## config.mk

```make
export PLATFORM = sky130hd
export DESIGN_NAME = rail_strobe_assignment_regs
export DESIGN_NICKNAME = d
export VERILOG_FILES = /design/src/rail_strobe_pkg.sv /design/src/rail_enable_cell.sv /design/src/rail_strobe_assignment_regs.sv
export SDC_FILE = /design/constraint.sdc
export NUM_CORES = 1
export LEC_CHECK = 0
export ABC_CLOCK_PERIOD_IN_PS = 2400
export BUFFER_PORTS_ARGS = -buffer_cell sky130_fd_sc_hd__buf_2
export CORE_ASPECT_RATIO = 0.7
export CORE_UTILIZATION = 25
export DETAILED_ROUTE_END_ITERATION = 8
export PLACE_DENSITY = 0.56
export SYNTH_ARGS = -nofsm -noshare
export SYNTH_HDL_FRONTEND = slang
export SYNTH_HIERARCHICAL = 1
export SYNTH_SLANG_ARGS = --single-unit
```

## constraint.sdc

```tcl
create_clock -name clk -period 2.4 [get_ports clk]
set_clock_uncertainty 0.2 [all_clocks]
set_input_delay 0.12 -clock clk [delete_from_list [all_inputs] [get_ports clk]]
set_output_delay 0.12 -clock clk [all_outputs]
set_load 0.005 [all_outputs]
```

## src/rail_strobe_pkg.sv

```systemverilog
// Constants for the rail strobe assignment registers
package rail_strobe_pkg;

  // ==========================================================
  // Register subaddresses and reset values
  localparam logic [7:0] ADDR_BACKUP   = 8'h24;
  localparam logic [7:0] ADDR_SW_LDO   = 8'h25;
  localparam logic [7:0] ADDR_GPO      = 8'h26;
  localparam logic [7:0] RST_BACKUP    = 8'h12;
  localparam logic [7:0] RST_SW_LDO    = 8'ha7;
  localparam logic [7:0] RST_GPO       = 8'h35;
  localparam logic [7:0] BACKUP_MASK   = 8'h33;
  localparam logic [7:0] RD_UNMAPPED   = 8'h00;

  // ==========================================================
  // Field positions
  localparam int         B1V8_LSB      = 4;
  localparam int         B1V0_LSB      = 0;
  localparam int         SWITCH_LSB    = 4;
  localparam int         LINREG_LSB    = 0;
  localparam int         PAIR_W        = 2;
  localparam int         NIB_W         = 4;

  // ==========================================================
  // Strobe numbers and rail slots
  localparam logic [3:0] STROBE_NONE   = 4'h0;
  localparam logic [3:0] STROBE_ONE    = 4'h1;
  localparam logic [3:0] STROBE_TWO    = 4'h2;
  localparam logic [3:0] STROBE_MIN    = 4'h3;
  localparam logic [3:0] STROBE_MAX    = 4'ha;
  localparam int         RAIL_B1V8     = 0;
  localparam int         RAIL_B1V0     = 1;
  localparam int         RAIL_SWITCH   = 2;
  localparam int         RAIL_LINREG   = 3;
  localparam int         NUM_RAILS     = 4;

  // ==========================================================
  // Field decoding: strobe number, or STROBE_NONE when not sequenced
  function automatic logic [3:0] strobeOfPair(input logic [1:0] code);
    logic [3:0] wide;
    wide = {2'h0, code};
    strobeOfPair = (wide == STROBE_ONE || wide == STROBE_TWO) ? wide : STROBE_NONE;
  endfunction : strobeOfPair

  function automatic logic [3:0] strobeOfNibble(input logic [3:0] code);
    strobeOfNibble = (code >= STROBE_MIN && code <= STROBE_MAX) ? code : STROBE_NONE;
  endfunction : strobeOfNibble

endpackage : rail_strobe_pkg

```

## src/rail_enable_cell.sv

```systemverilog
// One rail's enable flop, driven by the strobes that hit it
`timescale 1ns/1ps
module rail_enable_cell (
  input  wire logic clk,
  input  wire logic sys_rst,
  input  wire logic strobeHit,
  input  wire logic powerDown,
  input  wire logic holdOn,
  output logic      railEn
);

  logic railEn_ff;
  logic nxt_railEn;

  always_comb begin
    nxt_railEn = railEn_ff;
    if (strobeHit) begin
      if (!powerDown) begin
        nxt_railEn = 1'b1;
      end else if (!holdOn) begin
        nxt_railEn = 1'b0; // Backup rails pass holdOn once the seal is gone
      end
    end
  end

  always_ff @(posedge clk) begin
    if (sys_rst) begin
      railEn_ff <= 1'b0;
    end else begin
      railEn_ff <= nxt_railEn;
    end
  end

  assign railEn = railEn_ff;

endmodule : rail_enable_cell

```

## src/rail_strobe_assignment_regs.sv

```systemverilog
// Rail strobe assignment registers and strobe gating of the power sequencer
// Summary of operation
// - 1.8 V backup buck field bits 5-4: 1 strobe 1, 2 strobe 2, reset 1.
// - 1.0 V backup buck field bits 1-0, same coding, reset value 2.
// - Strobes 1 and 2 are executed only while the seal flag is zero.
// - Once the seal is broken, power-down never turns off either backup buck.
// - Switch bits 7-4 and regulator bits 3-0: codes 3 to A mean strobes 3-10.
// - Other nibble codes leave the rail untouched by the sequencer.
// - Switch/regulator register at 0x25 resets to 0xa7.
// - General-purpose output register at 0x26 resets to 0x35.
// - Backup register at 0x24 resets to 0x12, reserved bits read zero.
`timescale 1ns/1ps
module rail_strobe_assignment_regs (
  input  wire logic       clk,
  input  wire logic       sys_rst,
  input  wire logic [7:0] regAddr,
  input  wire logic [7:0] regWrData,
  input  wire logic       regWrEn,
  input  wire logic       regRdEn,
  input  wire logic       unlockOk,
  output logic      [7:0] regRdData,
  output logic            regWrRejected,
  input  wire logic       freshnessSealFlag,
  input  wire logic       strobeFire,
  input  wire logic [3:0] strobeIdx,
  input  wire logic       powerDown,
  output logic      [3:0] railEn,
  output logic            strobeDone,
  output logic            strobeSkipped,
  output logic      [1:0] backup1v8StrobeSel,
  output logic      [1:0] backup1v0StrobeSel,
  output logic      [3:0] lvSwitchStrobeSel,
  output logic      [3:0] linearRegStrobeSel,
  output logic      [7:0] gpOutputStrobeSelect
);

  // ==========================================================
  // Register file
  logic [7:0] backup_ff;
  logic [7:0] swLdo_ff;
  logic [7:0] gpo_ff;
  logic [7:0] rdData_ff;
  logic       wrRej_ff;
  logic [7:0] nxt_backup;
  logic [7:0] nxt_swLdo;
  logic [7:0] nxt_gpo;
  logic [7:0] nxt_rdData;
  logic       nxt_wrRej;
  logic       addrHit;

  always_comb begin
    nxt_backup = backup_ff;
    nxt_swLdo  = swLdo_ff;
    nxt_gpo    = gpo_ff;
    nxt_rdData = rdData_ff;
    addrHit    = (regAddr == rail_strobe_pkg::ADDR_BACKUP) ||
                 (regAddr == rail_strobe_pkg::ADDR_SW_LDO) ||
                 (regAddr == rail_strobe_pkg::ADDR_GPO);
    // Locked writes to the three mapped registers are dropped but flagged, so software can tell
    nxt_wrRej  = regWrEn && !unlockOk && addrHit;
    if (regWrEn && unlockOk) begin
      case (regAddr)
        rail_strobe_pkg::ADDR_BACKUP: begin
          nxt_backup = regWrData & rail_strobe_pkg::BACKUP_MASK;
        end
        rail_strobe_pkg::ADDR_SW_LDO: begin
          nxt_swLdo = regWrData;
        end
        rail_strobe_pkg::ADDR_GPO: begin
          nxt_gpo = regWrData;
        end
        default: begin
        end
      endcase
    end
    if (regRdEn) begin
      case (regAddr)
        rail_strobe_pkg::ADDR_BACKUP: nxt_rdData = backup_ff & rail_strobe_pkg::BACKUP_MASK;
        rail_strobe_pkg::ADDR_SW_LDO: nxt_rdData = swLdo_ff;
        rail_strobe_pkg::ADDR_GPO:    nxt_rdData = gpo_ff;
        default:                      nxt_rdData = rail_strobe_pkg::RD_UNMAPPED;
      endcase
    end
  end

  always_ff @(posedge clk) begin
    if (sys_rst) begin
      backup_ff <= rail_strobe_pkg::RST_BACKUP;
      swLdo_ff  <= rail_strobe_pkg::RST_SW_LDO;
      gpo_ff    <= rail_strobe_pkg::RST_GPO;
      rdData_ff <= rail_strobe_pkg::RD_UNMAPPED;
      wrRej_ff  <= 1'b0;
    end else begin
      backup_ff <= nxt_backup;
      swLdo_ff  <= nxt_swLdo;
      gpo_ff    <= nxt_gpo;
      rdData_ff <= nxt_rdData;
      wrRej_ff  <= nxt_wrRej;
    end
  end

  assign regRdData            = rdData_ff;
  assign regWrRejected        = wrRej_ff;
  assign backup1v8StrobeSel   = backup_ff[rail_strobe_pkg::B1V8_LSB +: rail_strobe_pkg::PAIR_W];
  assign backup1v0StrobeSel   = backup_ff[rail_strobe_pkg::B1V0_LSB +: rail_strobe_pkg::PAIR_W];
  assign lvSwitchStrobeSel    = swLdo_ff[rail_strobe_pkg::SWITCH_LSB +: rail_strobe_pkg::NIB_W];
  assign linearRegStrobeSel   = swLdo_ff[rail_strobe_pkg::LINREG_LSB +: rail_strobe_pkg::NIB_W];
  assign gpOutputStrobeSelect = gpo_ff;

  // ==========================================================
  // Seal flag synchroniser: the flag comes from the always-on domain
  logic sealMeta_ff;
  logic sealSync_ff;

  always_ff @(posedge clk) begin
    if (sys_rst) begin
      sealMeta_ff <= 1'b0;
      sealSync_ff <= 1'b0;
    end else begin
      sealMeta_ff <= freshnessSealFlag;
      sealSync_ff <= sealMeta_ff;
    end
  end

  // ==========================================================
  // Strobe gating and rail matching
  logic [3:0] railStrobe [rail_strobe_pkg::NUM_RAILS];
  logic       sealStrobe;
  logic       fireOk;
  logic       doneNow;
  logic       skipNow;
  logic       strobeDone_ff;
  logic       strobeSkipped_ff;
  logic [rail_strobe_pkg::NUM_RAILS-1:0] railHit;
  logic [rail_strobe_pkg::NUM_RAILS-1:0] railHold;

  always_comb begin
    railStrobe[rail_strobe_pkg::RAIL_B1V8]   = rail_strobe_pkg::strobeOfPair(backup1v8StrobeSel);
    railStrobe[rail_strobe_pkg::RAIL_B1V0]   = rail_strobe_pkg::strobeOfPair(backup1v0StrobeSel);
    railStrobe[rail_strobe_pkg::RAIL_SWITCH] = rail_strobe_pkg::strobeOfNibble(lvSwitchStrobeSel);
    railStrobe[rail_strobe_pkg::RAIL_LINREG] = rail_strobe_pkg::strobeOfNibble(linearRegStrobeSel);
    sealStrobe = (strobeIdx == rail_strobe_pkg::STROBE_ONE) ||
                 (strobeIdx == rail_strobe_pkg::STROBE_TWO);
    skipNow    = strobeFire && sealStrobe && sealSync_ff;
    fireOk     = strobeFire && !skipNow;
    doneNow    = fireOk;
    for (int i = 0; i < rail_strobe_pkg::NUM_RAILS; i++) begin
      // STROBE_NONE never equals a live index, so unsequenced rails stay put
      railHit[i] = fireOk && (railStrobe[i] != rail_strobe_pkg::STROBE_NONE) &&
                   (railStrobe[i] == strobeIdx);
    end
    railHold                          = '0;
    railHold[rail_strobe_pkg::RAIL_B1V8] = sealSync_ff;
    railHold[rail_strobe_pkg::RAIL_B1V0] = sealSync_ff;
  end

  always_ff @(posedge clk) begin
    if (sys_rst) begin
      strobeDone_ff    <= 1'b0;
      strobeSkipped_ff <= 1'b0;
    end else begin
      strobeDone_ff    <= doneNow;
      strobeSkipped_ff <= skipNow;
    end
  end

  assign strobeDone    = strobeDone_ff;
  assign strobeSkipped = strobeSkipped_ff;

  for (genvar g = 0; g < rail_strobe_pkg::NUM_RAILS; g++) begin : gRail
    rail_enable_cell uCell (
      .clk       (clk),
      .sys_rst   (sys_rst),
      .strobeHit (railHit[g]),
      .powerDown (powerDown),
      .holdOn    (railHold[g]),
      .railEn    (railEn[g])
    );
  end
endmodule : rail_strobe_assignment_regs

```

==> qor.csv <==
stage,metric,value,unit
status,result of the run,"finished, violations left",
status,violated checks,hold timing,
pwr,power per unit of standard cell area,525,nW/µm²
clock_network,cts bufs inserted,5,
floorplanning,floorplan die height,77.1,µm
critical_path,type of element launching the critical path,register,
global_route,antenna violations before repair,0,
synth,"FFs w/ async S/R, synth",0,
sta,worst slew pin tran,0.578,ns
synth,YS warnings,6,
pwr,part of the total power dissipated in sequential elements,0.444,
placement,routability-driven placement congestion ratio,0.773,
layout,growth of design area from synthesis to finish,32.3,%
detailed_routing,DR DRC count,0,
global_route,global-route wire length before repair,8690,µm
critical_path,critical path arrival,2.05,ns
worst_hold_path,Hold Crit Depth,4,
synth,sequential area share after synthesis,0.368,
pwr,clock share of power,0.464,
global_route,global-route layer with the greatest usage,met2,
critical_path,ordered cell list for the critical path,"nand2_4, a2111oi_4, o31ai_2, a2111oi_2, nor2b_1, o32ai_2",
detailed_routing,routed wire length,5330,µm
sta,RSZ-0062 raised after global routing,false,
placement,placed wire-length estimate after detailed placement,4020,µm
layout,Fill cells,811,
global_route,met1 global-route usage,0.184,
layout,total inserted antenna cells,0,
clock_network,number of buffers inserted by hold repair at cts,13,
synth,top cell types by occurrence after synthesis,"37 x dfxtp_1, 27 x nor2_1, 15 x inv_1",
sta,worst-case hold slack,-0.00000469,ns
floorplanning,I/O pin count,63,
sta,maximum frequency from static timing analysis,477,MHz
floorplanning,core area,7550,µm²
pwr,leakage dissipation,0.00121,µW
pwr,Power Total,1400,µW
clock_network,clock tree sinks,37,
critical_path,R2R setup slack,0.30,ns
critical_path,critical path capture point type,register,
global_route,via count of the first global-routing pass,1824,
worst_hold_path,type of the worst min-delay path,in -> reg,
critical_path,"slowest stage cell, crit path",dfxtp_1,
pwr,Sw Ratio,0.242,
synth,gate count of the mapped netlist,224,
clock_network,post-CTS setup-driven buffer insertion count,0,
clock_network,maximum root-to-sink buffer count,2,
detailed_routing,remaining antenna violation count after routing,0,
synth,dominant cell by count in the synthesized netlist,dfxtp_1,
synth,Synth Register Bits,37,
detailed_routing,average wire length per cell after detail routing,13.5,µm
synth,Post-Syn Area,2010,µm²
synth,biggest area consumer among synthesized cells,dfxtp_1,
sta,Final Setup Violations,0,
critical_path,Worst Path Max Fanout,10,
clock_network,htree depth,2,
floorplanning,overall die area,8420,µm²
sta,Pins Over Slew Limit,0,
global_route,largest net degree at the start of global routing,28,
sta,final period demand of the worst path,2.10,ns
detailed_routing,detailed router's first-iteration violation count,65,
synth,cell types with the largest area share after synthesis,"dfxtp_1 37%, mux2i_1 7.0%, nor2_1 5.0%, a211o_1 4.8%, nand2b_1 4.4%",
critical_path,cell depth of the worst flop-to-flop path,6,
detailed_routing,1st-pass router iterations,4,
global_route,overflow left after global routing,0,
sta,final setup TNS,0,ns
critical_path,CP Class,reg -> reg,
critical_path,max incr delay on CP,0.53,ns
global_route,met3 demand-to-capacity share in global routing,0.0357,
detailed_routing,routed via count divided by cell count,4.68,
pwr,share of total power in combinational logic,0.092,
global_route,global routing met2 resource utilization,0.203,
pwr,switching power of the nets,339,µW
clock_network,Clock Latency Late Sink,0.28,ns
detailed_routing,Vias,1854,
pwr,cell internal pwr,1060,µW
clock_network,CTS clock-pin slew for the worst setup and hold paths,0.06,ns
floorplanning,starting density of the core,0.267,
floorplanning,count of standard-cell rows,26,
synth,area share of the leading cell type in the synthesized netlist,0.368,
sta,relative max-transition margin,0.611,
job,number of maximum-capacitance violations,0,
clock_network,# resized after CTS,0,
sta,number of hold violations in the final report,1,
global_route,overall track demand over capacity in global routing,0.134,
placement,PortBufs,62,
layout,share of final-layout standard cells stronger than drive strength 1,0.289,
synth,post-synthesis area per instance,8.99,µm²
critical_path,endpoint required time on the critical path,2.36,ns
synth,number of flops mapped to enable cells by yosys,0,
synth,Synth cell types,44,
clock_network,CTS root buf,clkbuf_16,
layout,Total Nets Final,329,
synth,Synth Flop Type,dfxtp_1,
clock_network,CTS tree,built,
pwr,maximum resistive drop on vdd,0.281,mV
floorplanning,Die Wd,109,µm
sta,final clock period utilization by the worst path,0.873,
logic make-up (layout without fill, tap and decap cells):
group,count (synthesis),count (layout),share of synthesized area
flops,37,37,0.368
other cells,1,2,0.00186
buf+inv,29,102,0.0727
xor+xnor,6,6,0.0261
fa+ha+maj,4,4,0.0249
compound gates,48,48,0.205
simple gates,85,85,0.232
mux,14,14,0.0696
critical path: cells and delay by family (launching register included):
kind | cells | cell delay (ns)
compound gates | 4 | 0.94
flops | 1 | 0.53
simple gates | 2 | 0.30
worst paths after layout:
check,start,end
max,swLdo_ff[0]$_SDFFE_PP1P_,gRail[3].uCell/railEn$_SDFFE_PP0P_
min,strobeIdx[2],strobeSkipped$_SDFF_PP0_
max reg2reg,swLdo_ff[0]$_SDFFE_PP1P_,gRail[3].uCell/railEn$_SDFFE_PP0P_
min reg2reg,sealMeta_ff$_SDFF_PP0_,sealSync_ff$_SDFF_PP0_
per-stage QoR:
stage | area [µm²] | cells | util | worst slack (ns) | hold WS (ns)
floorplan | 2020 | 225 | - | 0.478 | -0.00839
global placement | 2390 | 375 | 0.317 | 0.352 | 0.134
detailed placement | 2390 | 375 | 0.317 | 0.293 | 0.146
CTS | 2660 | 396 | 0.353 | 0.280 | 0.00586
global route | 2660 | 396 | 0.353 | 0.165 | 0.0275
finish | 2660 | 396 | 0.353 | 0.305 | -0.00000469
sequential cells by signal, summed over array words and instances, names as in the netlist:
register	flops
gpOutputStrobeSelect	8
sealMeta_ff	1
gRail.uCell/railEn	4
regRdData	8
backup_ff	4
strobeDone	1
regWrRejected	1
strobeSkipped	1
sealSync_ff	1
swLdo_ff	8
cells in the final DEF (no fill, tap or decap), types with 2 or more instances in the layout:
master         instances
dfxtp_1               37
nor2b_1                7
o32ai_2                4
clkinv_2               2
conb_1                 2
inv_1                 15
nand2b_1              14
a211o_1               11
nand2_1                7
o31ai_1                2
xor2_1                 6
o21ai_0                3
mux2i_1               14
ha_1                   4
nor4_1                 3
buf_4                  4
nor3_1                 2
buf_2                 62
nor2_1                27
nand4_1                2
and2_1                 2
o2bb2ai_1              4
clkbuf_16              5
dlygate4sd3_1         13
a21oi_1               12
nand3_1                9
a22o_1                 4
and3_1                 3
power groups by stage:
stage / Sequential [µW] / Clock (µW) / Combinational, µW
global placement: 634 / 0 / 114
detailed placement: 634 / 0 / 115
floorplan: 634 / 0 / 68.7
CTS: 620 / 660 / 131
finish: 620 / 648 / 129
global route: 620 / 681 / 142
routing by layer:
layer  vias to the layer above  part of all wire
met5                         -                 0
met4                         0            0.0056
met3                         5             0.047
met2                        49              0.43
met1                       875              0.52
li1                        925                 -
final cells by class:
type | count | area (µm²) | area share
Timing Repair Buffer | 79 | 470 | 0.177
Tap cell | 98 | 123 | 0.0461
Clock inverter | 3 | 17.5 | 0.00658
Multi-Input combinational cell | 159 | 1130 | 0.424
Inverter | 15 | 56.3 | 0.0211
Clock buffer | 5 | 125 | 0.0470
Sequential cell | 37 | 741 | 0.278
Note: power is estimated with default switching activity, not from simulation.
